==> src/link_ctl_pkg.sv <==
package link_ctl_pkg;

	localparam int NUM_PORTS      = 5;
	localparam int UP_LANES       = 4;
	localparam int SYM_FIRST      = 6;
	localparam int SYM_LAST       = 16;

	localparam logic [2:0] WIDTH_X1 = 3'h1;
	localparam logic [2:0] WIDTH_X2 = 3'h2;
	localparam logic [2:0] WIDTH_X4 = 3'h4;
	localparam logic [2:0] MAX_WIDTH_RST = 3'h4;
	localparam logic [2:0] NEG_WIDTH_RST = 3'h0;
	localparam logic [7:0] PWR_SCALE_RST = 8'h00;
	localparam logic [1:0] PWR_VALUE_RST = 2'h0;

	typedef enum logic [3:0] {
		LS_DETECT   = 4'h0,
		LS_POLLING  = 4'h1,
		LS_CONFIG   = 4'h3,
		LS_L0       = 4'h2,
		LS_L0S      = 4'h6,
		LS_L1       = 4'h7,
		LS_RECOVERY = 4'h5,
		LS_L23_RDY  = 4'h4,
		LS_L2       = 4'hC,
		LS_DISABLED = 4'hD,
		LS_LOOPBACK = 4'hF,
		LS_HOT_RST  = 4'hE
	} ltssm_state_t;

	typedef struct packed {
		logic [7:0] scale;
		logic [1:0] value;
	} slot_power_t;

	typedef struct packed {
		logic       link_retrain_bit;
		logic       full_retrain_bit;
		logic       port_disable;
		logic       d3_hot;
		logic       aspm_l1_req;
		logic       turn_off_acked;
		logic       slot_cap_write;
	} port_ctl_t;

endpackage

==> src/switch_link_operation_control.sv <==
`timescale 1ns/100ps
`default_nettype none

module switch_link_operation_control #(
	parameter int NPORTS = link_ctl_pkg::NUM_PORTS,
	parameter int LANES  = link_ctl_pkg::UP_LANES
) (
	input  wire logic                                i_core_clk,           // Core clock, 200 MHz.
	input  wire logic                                i_srst,               // Sync reset, active high.
	input  wire logic                                i_fundamental_reset_pin_n, // Fundamental reset pin, low active.
	input  wire logic                                i_register_unlock_bit,// Unlock from switch control reg.
	input  wire logic                                i_max_width_wr,       // Write strobe for max width field.
	input  wire logic [2:0]                          i_max_width_field,    // New max width value.
	input  wire link_ctl_pkg::port_ctl_t [NPORTS-1:0] i_port_ctl,           // Per-port controls.
	input  wire logic [NPORTS-1:0]                   i_train_done,         // Per-port training done.
	input  wire logic [NPORTS-1:0]                   i_rx_detect,          // Per-port receiver detected.
	input  wire logic [2:0]                          i_trained_width,      // Upstream width from training.
	input  wire logic                                i_lanes_reversed,     // Training found reversed lanes.
	input  wire logic [LANES-1:0]                    i_ts_valid,           // TS symbol strobe per lane.
	input  wire logic [LANES*5-1:0]                  i_ts_index,           // TS symbol index per lane.
	input  wire logic [LANES-1:0]                    i_ts_inv,             // Inverted symbol seen per lane.
	input  wire logic [LANES*10-1:0]                 i_rx_data,            // Raw receive data per lane.
	input  wire logic [LANES*10-1:0]                 i_tx_data,            // Transmit data per lane.
	input  wire logic                                i_spl_msg_valid,      // Upstream slot power message.
	input  wire logic [15:0]                         i_spl_payload,        // Message payload bytes 1:0.
	output logic      [LANES*10-1:0]                 o_rx_data,            // Corrected, reordered rx data.
	output logic      [LANES*10-1:0]                 o_tx_data,            // Reordered tx data.
	output logic      [LANES-1:0]                    o_lane_inverted,      // Per-lane polarity state.
	output logic      [2:0]                          o_max_width_field,    // Max width capability.
	output logic      [2:0]                          o_negotiated_width_field, // Negotiated width.
	output logic      [LANES-1:0]                    o_up_lane_pd,         // Upstream lane power down.
	output logic      [NPORTS-1:0]                   o_port_serdes_pd,     // Port SerDes power down.
	output link_ctl_pkg::ltssm_state_t [NPORTS-1:0]  o_ltssm_state,        // Per-port LTSSM state.
	output logic      [NPORTS-1:0]                   o_link_up,            // Link operational.
	output logic      [NPORTS-1:0]                   o_flush_queue,        // Discard queued packets pulse.
	output logic      [NPORTS-1:0]                   o_ur_to_port,         // Treat traffic to port as UR.
	output logic      [NPORTS-1:0]                   o_cfg_accept,         // Bridge config accepted.
	output logic      [NPORTS-1:0]                   o_fc_advertise,       // Advertise credits pulse.
	output logic      [NPORTS-1:0]                   o_spl_send,           // Send slot power msg pulse.
	output logic      [NPORTS-1:0]                   o_tlp_dllp_block,     // Block TLP/DLLP traffic.
	output link_ctl_pkg::slot_power_t                o_captured_power      // Captured scale and value.
);
	typedef struct packed {
		logic [2:0]                max_w;
		logic [2:0]                cfg_w;
		logic [2:0]                neg_w;
		logic                      rev;
		logic [NPORTS-1:0]         up_prev;
		logic [NPORTS-1:0]         flush;
		logic [NPORTS-1:0]         fc;
		logic [NPORTS-1:0]         spl;
		link_ctl_pkg::slot_power_t pwr;
		logic [2:0]                rst_sync;
		logic                      rst_hold;
	} top_state_t;

	top_state_t s_q;
	top_state_t s_d;

	logic [NPORTS-1:0] up_w;
	logic [NPORTS-1:0] down_w;
	logic [NPORTS-1:0] retrain_w;
	logic [LANES*10-1:0] rx_fix;
	logic perst;

	// Lane index after reversal within the configured width.
	function automatic int unsigned lane_map(input int unsigned l, input logic [2:0] w, input logic r);
		int unsigned n;
		n = (w == link_ctl_pkg::WIDTH_X4) ? 4 : (w == link_ctl_pkg::WIDTH_X2) ? 2 : 1;
		if (r && l < n) begin
			return n - 1 - l;
		end
		return l;
	endfunction

	function automatic logic legal_width(input logic [2:0] w);
		return w == link_ctl_pkg::WIDTH_X1 || w == link_ctl_pkg::WIDTH_X2 || w == link_ctl_pkg::WIDTH_X4;
	endfunction

	// Pin reset passes three flops; a new level counts only once the last two agree.
	assign perst = s_q.rst_hold;

	always_comb begin
		s_d = s_q;
		s_d.rst_sync = {s_q.rst_sync[1:0], i_fundamental_reset_pin_n};
		if (s_q.rst_sync[2] == s_q.rst_sync[1]) begin
			s_d.rst_hold = ~s_q.rst_sync[2];
		end
		if (i_register_unlock_bit && i_max_width_wr && legal_width(i_max_width_field)) begin
			s_d.max_w = i_max_width_field;
		end
		if (o_ltssm_state[0] inside {link_ctl_pkg::LS_DETECT, link_ctl_pkg::LS_POLLING}) begin
			s_d.cfg_w = s_q.max_w;
		end
		// Width is taken only as Configuration completes, so Detect and Polling keep the old report.
		if (i_train_done[0] && o_ltssm_state[0] == link_ctl_pkg::LS_CONFIG) begin
			s_d.neg_w = (i_trained_width > s_q.cfg_w || !legal_width(i_trained_width))
				? s_q.cfg_w : i_trained_width;
			s_d.rev   = i_lanes_reversed;
		end
		s_d.up_prev = up_w;
		s_d.flush   = s_q.up_prev & ~up_w;
		s_d.fc      = up_w & ~s_q.up_prev;
		for (int p = 1; p < NPORTS; p++) begin
			s_d.spl[p] = (up_w[p] & ~s_q.up_prev[p]) | (i_port_ctl[p].slot_cap_write & up_w[p]);
		end
		s_d.spl[0] = 1'b0;
		if (i_spl_msg_valid) begin
			s_d.pwr.scale = i_spl_payload[7:0];
			s_d.pwr.value = i_spl_payload[9:8];
		end
	end

	always_ff @(posedge i_core_clk) begin
		if (i_srst) begin
			s_q.max_w    <= link_ctl_pkg::MAX_WIDTH_RST;
			s_q.cfg_w    <= link_ctl_pkg::MAX_WIDTH_RST;
			s_q.neg_w    <= link_ctl_pkg::NEG_WIDTH_RST;
			s_q.rev      <= 1'b0;
			s_q.up_prev  <= '0;
			s_q.flush    <= '0;
			s_q.fc       <= '0;
			s_q.spl      <= '0;
			s_q.pwr      <= {link_ctl_pkg::PWR_SCALE_RST, link_ctl_pkg::PWR_VALUE_RST};
			s_q.rst_sync <= 3'h7;
			s_q.rst_hold <= 1'b0;
		end else begin
			s_q <= s_d;
		end
	end

	genvar g;
	generate
		for (g = 0; g < NPORTS; g++) begin : g_port
			if (g == 0) begin : g_up
				assign retrain_w[g] = i_port_ctl[g].link_retrain_bit & i_register_unlock_bit;
			end else begin : g_dn
				assign retrain_w[g] = i_port_ctl[g].link_retrain_bit;
			end
			port_ltssm u_ltssm (
				.i_core_clk    (i_core_clk),
				.i_srst        (i_srst),
				.i_perst       (perst),
				.i_retrain     (retrain_w[g]),
				.i_full_retrain(i_port_ctl[g].full_retrain_bit),
				.i_ctl         (i_port_ctl[g]),
				.i_train_done  (i_train_done[g]),
				.i_rx_detect   (i_rx_detect[g]),
				.o_state       (o_ltssm_state[g]),
				.o_link_up     (up_w[g]),
				.o_link_down   (down_w[g])
			);
			assign o_tlp_dllp_block[g] = down_w[g] | o_ltssm_state[g] == link_ctl_pkg::LS_L23_RDY
				| o_ltssm_state[g] == link_ctl_pkg::LS_L2;
			assign o_ur_to_port[g]     = ~up_w[g];
			assign o_port_serdes_pd[g] = i_port_ctl[g].port_disable;
		end
		for (g = 0; g < LANES; g++) begin : g_lane
			lane_polarity u_pol (
				.i_core_clk(i_core_clk),
				.i_srst    (i_srst),
				.i_training(down_w[0] | o_ltssm_state[0] == link_ctl_pkg::LS_RECOVERY),
				.i_ts_valid(i_ts_valid[g]),
				.i_ts_index(i_ts_index[g*5 +: 5]),
				.i_ts_inv  (i_ts_inv[g]),
				.i_rx_data (i_rx_data[g*10 +: 10]),
				.o_rx_data (rx_fix[g*10 +: 10]),
				.o_inverted(o_lane_inverted[g])
			);
			assign o_up_lane_pd[g] = i_port_ctl[0].port_disable
				| (up_w[0] && g >= int'(s_q.neg_w));
		end
	endgenerate

	always_comb begin
		o_rx_data = '0;
		o_tx_data = '0;
		for (int l = 0; l < LANES; l++) begin
			o_rx_data[l*10 +: 10] = rx_fix[lane_map(l, s_q.cfg_w, s_q.rev)*10 +: 10];
			o_tx_data[l*10 +: 10] = i_tx_data[lane_map(l, s_q.cfg_w, s_q.rev)*10 +: 10];
		end
	end

	assign o_cfg_accept             = '1;
	assign o_max_width_field        = s_q.max_w;
	assign o_negotiated_width_field = s_q.neg_w;
	assign o_flush_queue            = s_q.flush;
	assign o_fc_advertise           = s_q.fc;
	assign o_spl_send               = s_q.spl;
	assign o_link_up                = up_w;
	assign o_captured_power         = s_q.pwr;

	a_width_lock: assert property (@(posedge i_core_clk) disable iff (i_srst)
		!i_register_unlock_bit |=> $stable(o_max_width_field)) else $error("max width changed while locked");
	a_width_hold: assert property (@(posedge i_core_clk) disable iff (i_srst)
		up_w[0] && $past(up_w[0]) |-> $stable(o_negotiated_width_field)) else $error("width moved on live link");
	a_spl_capture: assert property (@(posedge i_core_clk) disable iff (i_srst)
		i_spl_msg_valid |=> o_captured_power.value == $past(i_spl_payload[9:8])
		&& o_captured_power.scale == $past(i_spl_payload[7:0])) else $error("slot power not captured");
	a_fc_on_up: assert property (@(posedge i_core_clk) disable iff (i_srst)
		$rose(up_w[1]) |=> o_fc_advertise[1] && o_spl_send[1]) else $error("no credits or power msg at link up");
	a_flush_down: assert property (@(posedge i_core_clk) disable iff (i_srst)
		$fell(up_w[2]) |=> o_flush_queue[2]) else $error("queue not flushed at link down");
	c_x2: cover property (@(posedge i_core_clk) disable iff (i_srst) up_w[0] && s_q.neg_w == link_ctl_pkg::WIDTH_X2);
	c_spl: cover property (@(posedge i_core_clk) disable iff (i_srst) i_spl_msg_valid);

endmodule

`default_nettype wire

==> src/lane_polarity.sv <==
`timescale 1ns/100ps
`default_nettype none

// Receive polarity detector for one lane; decided and held on its own.
module lane_polarity (
	input  wire logic       i_core_clk,  // Core clock.
	input  wire logic       i_srst,      // Sync reset.
	input  wire logic       i_training,  // Link is training.
	input  wire logic       i_ts_valid,  // TS1/TS2 symbol strobe.
	input  wire logic [4:0] i_ts_index,  // Symbol index in ordered set.
	input  wire logic       i_ts_inv,    // Symbol seen as inverted.
	input  wire logic [9:0] i_rx_data,   // Raw receive symbol.
	output logic      [9:0] o_rx_data,   // Corrected receive symbol.
	output logic            o_inverted   // Inversion held.
);
	typedef struct packed {
		logic       inv;
		logic [9:0] data;
	} pol_state_t;

	pol_state_t s_q;
	pol_state_t s_d;

	always_comb begin
		s_d = s_q;
		if (i_training && i_ts_valid && i_ts_index >= 5'(link_ctl_pkg::SYM_FIRST)
			&& i_ts_index <= 5'(link_ctl_pkg::SYM_LAST)) begin
			// Each checked symbol restates the lane's polarity; toggling would flip back on the next inverted symbol.
			s_d.inv = i_ts_inv;
		end
		s_d.data = s_d.inv ? ~i_rx_data : i_rx_data;
	end

	always_ff @(posedge i_core_clk) begin
		if (i_srst) begin
			s_q <= '0;
		end else begin
			s_q <= s_d;
		end
	end

	assign o_rx_data  = s_q.data;
	assign o_inverted = s_q.inv;

	a_pol_hold: assert property (@(posedge i_core_clk) disable iff (i_srst)
		!i_training |=> $stable(o_inverted)) else $error("polarity changed outside training");
	a_pol_apply: assert property (@(posedge i_core_clk) disable iff (i_srst)
		##1 (o_rx_data == (o_inverted ? ~$past(i_rx_data) : $past(i_rx_data))))
		else $error("rx data not corrected");
	c_pol_flip: cover property (@(posedge i_core_clk) disable iff (i_srst) $rose(o_inverted));

endmodule

`default_nettype wire

==> src/port_ltssm.sv <==
`timescale 1ns/100ps
`default_nettype none

// Per-port link state tracker with retrain and power state handling.
module port_ltssm (
	input  wire logic                            i_core_clk,    // Core clock.
	input  wire logic                            i_srst,        // Sync reset.
	input  wire logic                            i_perst,       // Synchronised fundamental reset.
	input  wire logic                            i_retrain,     // Qualified retrain request.
	input  wire logic                            i_full_retrain,// Full retrain request.
	input  wire link_ctl_pkg::port_ctl_t          i_ctl,         // Port controls.
	input  wire logic                            i_train_done,  // PHY finished training.
	input  wire logic                            i_rx_detect,   // Receiver detected.
	output link_ctl_pkg::ltssm_state_t           o_state,       // Current state.
	output logic                                 o_link_up,     // Link operational.
	output logic                                 o_link_down    // Link-down pseudo-state.
);
	typedef struct packed {
		link_ctl_pkg::ltssm_state_t st;
	} lt_state_t;

	lt_state_t s_q;
	lt_state_t s_d;

	always_comb begin
		s_d = s_q;
		case (s_q.st)
			link_ctl_pkg::LS_DETECT:   if (i_rx_detect) s_d.st = link_ctl_pkg::LS_POLLING;
			link_ctl_pkg::LS_POLLING:  s_d.st = link_ctl_pkg::LS_CONFIG;
			link_ctl_pkg::LS_CONFIG:   if (i_train_done) s_d.st = link_ctl_pkg::LS_L0;
			link_ctl_pkg::LS_RECOVERY: if (i_train_done) s_d.st = link_ctl_pkg::LS_L0;
			link_ctl_pkg::LS_L0, link_ctl_pkg::LS_L0S: begin
				if (i_ctl.turn_off_acked) begin
					s_d.st = link_ctl_pkg::LS_L23_RDY;
				end else if (i_ctl.aspm_l1_req || i_ctl.d3_hot) begin
					s_d.st = link_ctl_pkg::LS_L1;
				end
			end
			link_ctl_pkg::LS_L1:       if (!i_ctl.d3_hot && !i_ctl.aspm_l1_req) s_d.st = link_ctl_pkg::LS_RECOVERY;
			link_ctl_pkg::LS_L23_RDY:  s_d.st = link_ctl_pkg::LS_L2;
			link_ctl_pkg::LS_L2:       s_d.st = link_ctl_pkg::LS_L2;
			link_ctl_pkg::LS_DISABLED: if (!i_ctl.port_disable) s_d.st = link_ctl_pkg::LS_DETECT;
			default:                   s_d.st = link_ctl_pkg::LS_DETECT;
		endcase
		if (s_q.st != link_ctl_pkg::LS_L2 && s_q.st != link_ctl_pkg::LS_L23_RDY) begin
			if (i_ctl.port_disable) begin
				s_d.st = link_ctl_pkg::LS_DISABLED;
			end else if (i_full_retrain) begin
				s_d.st = link_ctl_pkg::LS_DETECT;
			end else if (i_retrain && s_q.st inside {link_ctl_pkg::LS_L0, link_ctl_pkg::LS_L0S,
					link_ctl_pkg::LS_L1}) begin
				s_d.st = link_ctl_pkg::LS_RECOVERY;
			end
		end
	end

	always_ff @(posedge i_core_clk) begin
		if (i_srst || i_perst) begin
			s_q.st <= link_ctl_pkg::LS_DETECT;
		end else begin
			s_q <= s_d;
		end
	end

	assign o_state     = s_q.st;
	assign o_link_up   = s_q.st inside {link_ctl_pkg::LS_L0, link_ctl_pkg::LS_L0S,
		link_ctl_pkg::LS_L1, link_ctl_pkg::LS_RECOVERY};
	assign o_link_down = s_q.st inside {link_ctl_pkg::LS_DETECT, link_ctl_pkg::LS_POLLING,
		link_ctl_pkg::LS_CONFIG, link_ctl_pkg::LS_DISABLED, link_ctl_pkg::LS_LOOPBACK,
		link_ctl_pkg::LS_HOT_RST};

	a_l2_sticky: assert property (@(posedge i_core_clk) disable iff (i_srst || i_perst)
		o_state == link_ctl_pkg::LS_L2 |=> o_state == link_ctl_pkg::LS_L2) else $error("left L2 without reset");
	a_full_detect: assert property (@(posedge i_core_clk) disable iff (i_srst || i_perst)
		i_full_retrain && !i_ctl.port_disable && !(o_state inside {link_ctl_pkg::LS_L2, link_ctl_pkg::LS_L23_RDY})
		|=> o_state == link_ctl_pkg::LS_DETECT) else $error("full retrain missed detect");
	a_l23_ack: assert property (@(posedge i_core_clk) disable iff (i_srst || i_perst)
		$changed(o_state) && o_state == link_ctl_pkg::LS_L23_RDY |-> $past(i_ctl.turn_off_acked))
		else $error("L2/L3 ready without ack");
	c_recovery: cover property (@(posedge i_core_clk) disable iff (i_srst) o_state == link_ctl_pkg::LS_RECOVERY);
	c_l2: cover property (@(posedge i_core_clk) disable iff (i_srst) o_state == link_ctl_pkg::LS_L2);

endmodule

`default_nettype wire

==> config.mk <==
export PLATFORM = sky130hd
export DESIGN_NAME = switch_link_operation_control
export DESIGN_NICKNAME = d
export VERILOG_FILES = /design/src/link_ctl_pkg.sv /design/src/switch_link_operation_control.sv /design/src/lane_polarity.sv /design/src/port_ltssm.sv
export SDC_FILE = /design/constraint.sdc
export NUM_CORES = 1
export LEC_CHECK = 0
export BUFFER_PORTS_ARGS = -buffer_cell sky130_fd_sc_hd__buf_2
export CAP_MARGIN = 20
export CELL_PAD_IN_SITES_DETAIL_PLACEMENT = 0
export CELL_PAD_IN_SITES_GLOBAL_PLACEMENT = 2
export CORE_ASPECT_RATIO = 1.2
export CORE_MARGIN = 5
export CORE_UTILIZATION = 30
export DETAILED_ROUTE_END_ITERATION = 12
export PLACE_DENSITY = 0.87
export SLEW_MARGIN = 20
export SYNTH_ARGS = -nofsm -noshare
export SYNTH_HDL_FRONTEND = slang
export SYNTH_HIERARCHICAL = 1
export SYNTH_SLANG_ARGS = --single-unit
==> constraint.sdc <==
create_clock -name i_core_clk -period 3.7 [get_ports i_core_clk]
set_clock_uncertainty 0.1 [all_clocks]
set_input_delay 0.74 -clock i_core_clk [delete_from_list [all_inputs] [get_ports i_core_clk]]
set_output_delay 0.74 -clock i_core_clk [all_outputs]
set_load 0.005 [all_outputs]
==> qor.txt, run 1 <==
Status - finished clean
Total grt overflow - 0
# fillers - 4595
LEAKAGE - 5.94 nW
Clock transition at path regs - 0.07 ns
Finished layout cell area - 0.0147 sq mm
HP Start - s_d[2]
Commonest non-fill, non-tap cells in the layout - buf_2 (331), nand2_1 (234), nor3b_1 (171)
Number of H-tree levels - 3
Async S/R FF share, synth - 0
TNS Setup - 0 ns
Syn_area_per_cell - 7.17 sq um
CP top delay family - compound AO/OA/AOI/OAI gates
Worst IR Drop VDD - 0.234 mV
Row count - 82
PD cells - 264 mW/mm^2
Post-DP HPWL - 39300 microns
Final Max Tran Viols - 0
Most common cell after layout, fill and taps aside - buf_2
CTS tree - built
Synth Cell Area - 0.0126 sq mm
Starting Density - 0.302
Final period demand of the worst path - 3.60 ns
IO Count - 346
Ys Warns - 6
DRC Markers - 0
Final Hold Vio Count - 0
Max Fanout on Critical Path - 34
Chip Width - 197 microns
Area Growth Syn to Fin - 17.0%
Die Y - 234 microns
Largest net degree at the start of global routing - 105
Core area - 0.0417 sq mm
Gp weighted congestion - 0.910
Worst slew pin tran - 0.895 ns
Buf+Inv Stages, Crit Path - 2
Cell breakdown of the critical path - and2b_2 > o21ai_4 > buf_4 > nand2_1 > a311oi_1 > a21oi_1 > o21ai_0 > buf_2
Iter 0 DRT Violations - 1152
RSZ-0062 raised after global routing - no
Fin crit share - 0.972
CP max stage delay - 0.42 ns
CP arrival - 2.76 ns
Post-synthesis cell count - 1754
Drt first pass iters - 6
Part of the Yosys area used for sequential elements - 0.170
Final ANT Viol Nets - 0
First-pass GRT wire length - 79900 microns
Crit path from - s_q[39]
Crit path max-delay cell type - buf_4
Reg-to-Reg Start - s_q[39]
IO buf count - 332
CTS sink count - 107
Top achievable clock speed - 0.278 GHz
Area leader, netlist - dfxtp_1
Crit start category - flop
Flop2flop setup slack - 1.11 ns
DRT Wirelength - 53400 microns
Setup violators final - 0
Post-synthesis cell type count - 82
Num CTS Buffers - 9
Placed Instance Area - 0.0143 sq mm
Prevailing post-synth register cell - dfxtp_1
Crit end category - output port
Vias in the first global route - 13600
Die area - 0.0461 sq mm
Slew Limit Headroom - 0.399
Yosys reg bits - 107
Initial antenna violation count - 3
Nets - 2149
Post-synth top area share - 0.170
Hold Path Class - reg2reg
Avg Vias per Cell - 5.81
WL/cell - 21.4 microns
Post-CTS setup buffers - 0
Clock latency at the later pin of the worst-skew pair - 0.35 ns
Req. time, crit path - 2.86 ns
Top post-synthesis cells by area - dfxtp_1 (17%), nor3b_1 (10%), nand2_1 (7.0%), a21oi_1 (6.8%), o32ai_2 (5.2%)
Max_cap viols - 0
GR Util All Layers - 0.215
Critical path class - reg2out
Layout cells sized above 1 - 0.250
EDFF count, synth - 0
Vias after detailed routing - 14500
Buffer depth of the longest clock path - 2
Root buffer cell - clkbuf_16
[layer usage]
| layer | GRT usage | routed length [microns] | vias up |
|---|---|---|---|
| li1 | - | - | 6837 |
| met1 | 0.286 | 22000 | 6954 |
| met2 | 0.354 | 25300 | 650 |
| met3 | 0.0287 | 4210 | 88 |
| met4 | 0.0815 | 2000 | 0 |
| met5 | 0 | 0 | - |
[cells by family (layout without fill, tap and decap cells)]
logic type / count (synthesis) / after routing / share of synthesized area
DFF: 107 / 107 / 0.170
adders and majority gates: 21 / 21 / 0.0233
xor gates and xnor gates: 17 / 17 / 0.0124
buffers and inverters: 264 / 431 / 0.105
muxes: 48 / 48 / 0.0383
and+or+nand+nor: 678 / 679 / 0.288
AOI/OAI and AO/OA: 617 / 617 / 0.361
other: 2 / 34 / 0.000598
[worst register-to-register path, cell delays in order (launching register included)]
cell	delay, ns
dfxtp_4	0.43
buf_8	0.27
clkinv_1	0.13
buf_4	0.22
ha_1	0.30
nor2b_1	0.13
o21ai_0	0.13
nand2b_1	0.07
a21oi_1	0.31
mux2i_1	0.25
a211oi_1	0.09
[path summary, 6_finish.rpt]
kind	end	cells past startpoint
max	o_rx_data[13]	8
min	s_d[3]	1
max reg2reg	o_negotiated_width_field[0]	10
min reg2reg	s_d[3]	1
[flip-flops by register name, indices dropped and copies added, names as in the netlist]
register,count
o_flush_queue,5
s_d,2
g_lane.u_pol/o_inverted,4
o_negotiated_width_field,3
g_lane.u_pol/o_rx_data,40
o_max_width_field,3
o_captured_power,10
s_q,10
g_port.u_ltssm/o_state,20
o_spl_send,4
perst,1
o_fc_advertise,5
[synth_stat cells (18+ instances only)]
library cell / n
dfxtp_1: 107
buf_4: 48
and2_1: 20
nor2_1: 121
o21ai_0: 89
mux2i_1: 47
inv_1: 32
o2111ai_1: 41
nor3b_1: 171
clkbuf_1: 90
a211oi_1: 26
nand2_1: 234
a21oi_1: 170
o32ai_2: 40
buf_1: 22
nand3_1: 19
buf_2: 56
o221ai_1: 18
o22ai_1: 31
a31oi_1: 42
nor3_1: 23
[per-stage QoR]
step,cells,setup slack (ns),utilization,total power [mW],hold slack [ns]
6_report,2500,0.104,0.353,3.89,0.314
3_5_place_dp,2480,0.412,0.343,2.80,0.299
5_1_grt,2500,0.0124,0.353,4.14,0.337
3_3_place_gp,2480,0.434,0.343,2.78,0.298
2_1_floorplan,1783,0.298,-,2.29,0.289
4_1_cts,2496,0.00373,0.350,3.84,0.316
[final cells by class]
type                    instances  area [sq um]  area share
flip-flops and latches        107          2150       0.147
well taps                     546           683      0.0465
clock inverters                 7          92.6     0.00630
multi-input cells            1413          9330       0.635
inverters                      36           135     0.00919
diodes                          3          7.51    0.000510
repair buffers                379          2080       0.141
clock buffers                   9           225      0.0153
[where the power goes]
group | internal, mW | leakage [nW] | switching (mW)
logic | 0.588 | 4.90 | 0.862
clock network | 0.545 | 0.156 | 0.476
registers | 1.23 | 0.883 | 0.188
[timing repair]
action,in CTS,in global routing
resized for setup,0,14
setup endpoints to repair,0,21
hold buffers,0,0
Note: power is estimated with default switching activity, not from simulation.
==> run 2: changes to the inputs <==
Settings changed: GPL_TIMING_DRIVEN set to 0.
==> qor.txt, run 2 (synthesized netlist as in run 1, its figures left out) <==
Status - finished clean
Drt first pass iters - 8
Post-DP HPWL - 49400 microns
Reg-to-Reg Start - s_q[39]
Post-CTS Hold Buffers - 0
Clock latency at the later pin of the worst-skew pair - 0.38 ns
Core area - 0.0417 sq mm
Max reg flops - 40
Root buffer cell - clkbuf_16
Final Max Tran Viols - 0
IO Count - 346
Crit start category - flop
Worst IR Drop VDD - 0.235 mV
Dpl ws - -1.09 ns
GR Util All Layers - 0.262
RSZ-0062 raised after global routing - no
CTS tree - built
Max Fanout on Critical Path - 8
Largest net degree at the start of global routing - 25
Chip Width - 197 microns
Vias after detailed routing - 15700
IO buf count - 326
Area Growth Syn to Fin - 25.9%
Buffer depth of the longest clock path - 2
DRC Markers - 0
Commonest non-fill, non-tap cells in the layout - buf_2 (379), nand2_1 (234), nor3b_1 (171)
Setup violators final - 0
Row count - 82
Final period demand of the worst path - 3.66 ns
Clock transition at path regs - 0.09 ns
Crit path max-delay cell type - o32ai_2
Vias in the first global route - 15200
Top achievable clock speed - 0.273 GHz
PD cells - 260 mW/mm^2
CTS sink count - 107
First-pass GRT wire length - 94200 microns
Hold Path End - o_fc_advertise[0]
Req. time, crit path - 2.86 ns
Slew Limit Headroom - 0.377
LEAKAGE - 6.59 nW
Total grt overflow - 0
CP arrival - 2.82 ns
Critical path class - reg2out
Gp weighted congestion - 1.06
Avg Vias per Cell - 5.85
Iter 0 DRT Violations - 1452
DRT Wirelength - 64000 microns
Die Y - 234 microns
Fin crit share - 0.990
Final Hold Vio Count - 0
Layout cells sized above 1 - 0.285
Cell breakdown of the critical path - buf_6 > and2b_2 > o21ai_4 > inv_4 > ha_4 > buf_8 > clkbuf_8 > a21oi_1 > a211oi_1 > o32ai_2 > buf_2
Num CTS Buffers - 9
Flop2flop setup slack - 0.81 ns
Worst slew pin tran - 0.933 ns
Hold path depth - 1
Fin worst setup slack - 0.0371 ns
Die area - 0.0461 sq mm
Hold Path Class - reg2reg
Starting Density - 0.302
Final ANT Viol Nets - 0
HP Start - s_q[29]
Nets - 2341
Worst r2r path cells - 11
Number of H-tree levels - 3
CP max stage delay - 0.40 ns
WL/cell - 23.8 microns
Initial antenna violation count - 4
Crit end category - output port
Fin util - 0.380
Most common cell after layout, fill and taps aside - buf_2
Max_cap viols - 0
Endpoint of the lowest-slack register-to-register path - o_negotiated_width_field[1]
==> run 2: cell types whose count changed in the layout (fill, tap and decap cells not counted), moves of 7 or more <==
cell      change
clkbuf_2     +11
clkbuf_1     +72
o21ai_1       +9
clkbuf_4      +7
o21ai_0       -9
buf_2        +48
buf_1        +14
buf_4        +29
buf_6         +9
==> run 2: per-layer routing <==
layer  global-route usage  share of wire  vias to the layer above
met5                    0        0.00011                        -
met4                0.147          0.063                        2
met3               0.0486          0.087                      197
met2                0.433           0.46                      862
met1                0.321           0.39                     7453
li1                     -              -                     7227
==> run 2: power breakdown <==
part / switching [mW] / total [mW] / internal (mW) / leakage (nW)
Sequential: 0.133 / 1.36 / 1.23 / 0.883
Combinational: 1.03 / 1.69 / 0.667 / 5.55
Clock: 0.553 / 1.06 / 0.509 / 0.160
Total: 1.71 / 4.12 / 2.40 / 6.59
==> run 2: worst max-delay path by stage <==
stage / startpoint / to / slack [ns] / cells past startpoint
after floorplan: s_q[39] / o_rx_data[17] / 0.30 / 11
after global placement: s_q[39] / o_rx_data[14] / -1.22 / 11
after detailed placement: s_q[39] / o_rx_data[14] / -1.09 / 11
after CTS: s_q[34] / o_tx_data[13] / -0.02 / 13
after global routing: s_q[39] / o_rx_data[1] / 0.0005 / 11
final: s_q[39] / o_rx_data[8] / 0.04 / 11
==> run 2: area by class of cell <==
cell class / count / area [sq um]
diodes: 3 / 7.51
plain buffers: 223 / 1310
clock buffers: 9 / 225
clock inverters: 7 / 103
fillers: 4570 / 25800
inverters: 36 / 146
multi-input cells: 1412 / 9380
flip-flops and latches: 107 / 2150
well taps: 546 / 683
repair buffers: 349 / 1810
==> run 2: worst max-delay path, delay by kind of cell (launching register included) <==
kind / cells / cell delay, ns
AND/OR/NAND/NOR: 1 / 0.22
adder cells (fa/ha/maj): 1 / 0.27
buffers and inverters: 5 / 0.73
flip-flops: 1 / 0.33
AO/OA/AOI/OAI: 4 / 0.90
==> run 2: timing repair <==
| item | CTS | global route |
|---|---|---|
| pin swaps | 6 | 14 |
| gates cloned | 2 | 0 |
| setup endpoints to repair | 66 | 52 |
| setup buffers | 10 | 11 |
| resized for setup | 68 | 55 |
| endpoints found under the hold margin | 0 | 0 |
==> run 2: through the flow <==
step / setup TNS (ns) / power, mW / hold slack (ns) / area, sq um / cells
after CTS: -0.0169 / 4.02 / 0.317 / 15700 / 2682
after detailed placement: -27.53 / 2.91 / 0.298 / 15000 / 2655
after global routing: 0 / 4.34 / 0.333 / 15800 / 2692
final: 0 / 4.12 / 0.317 / 15800 / 2692
after global placement: -30.55 / 2.90 / 0.290 / 15000 / 2655
after floorplan: 0 / 2.29 / 0.289 / 12700 / 1783
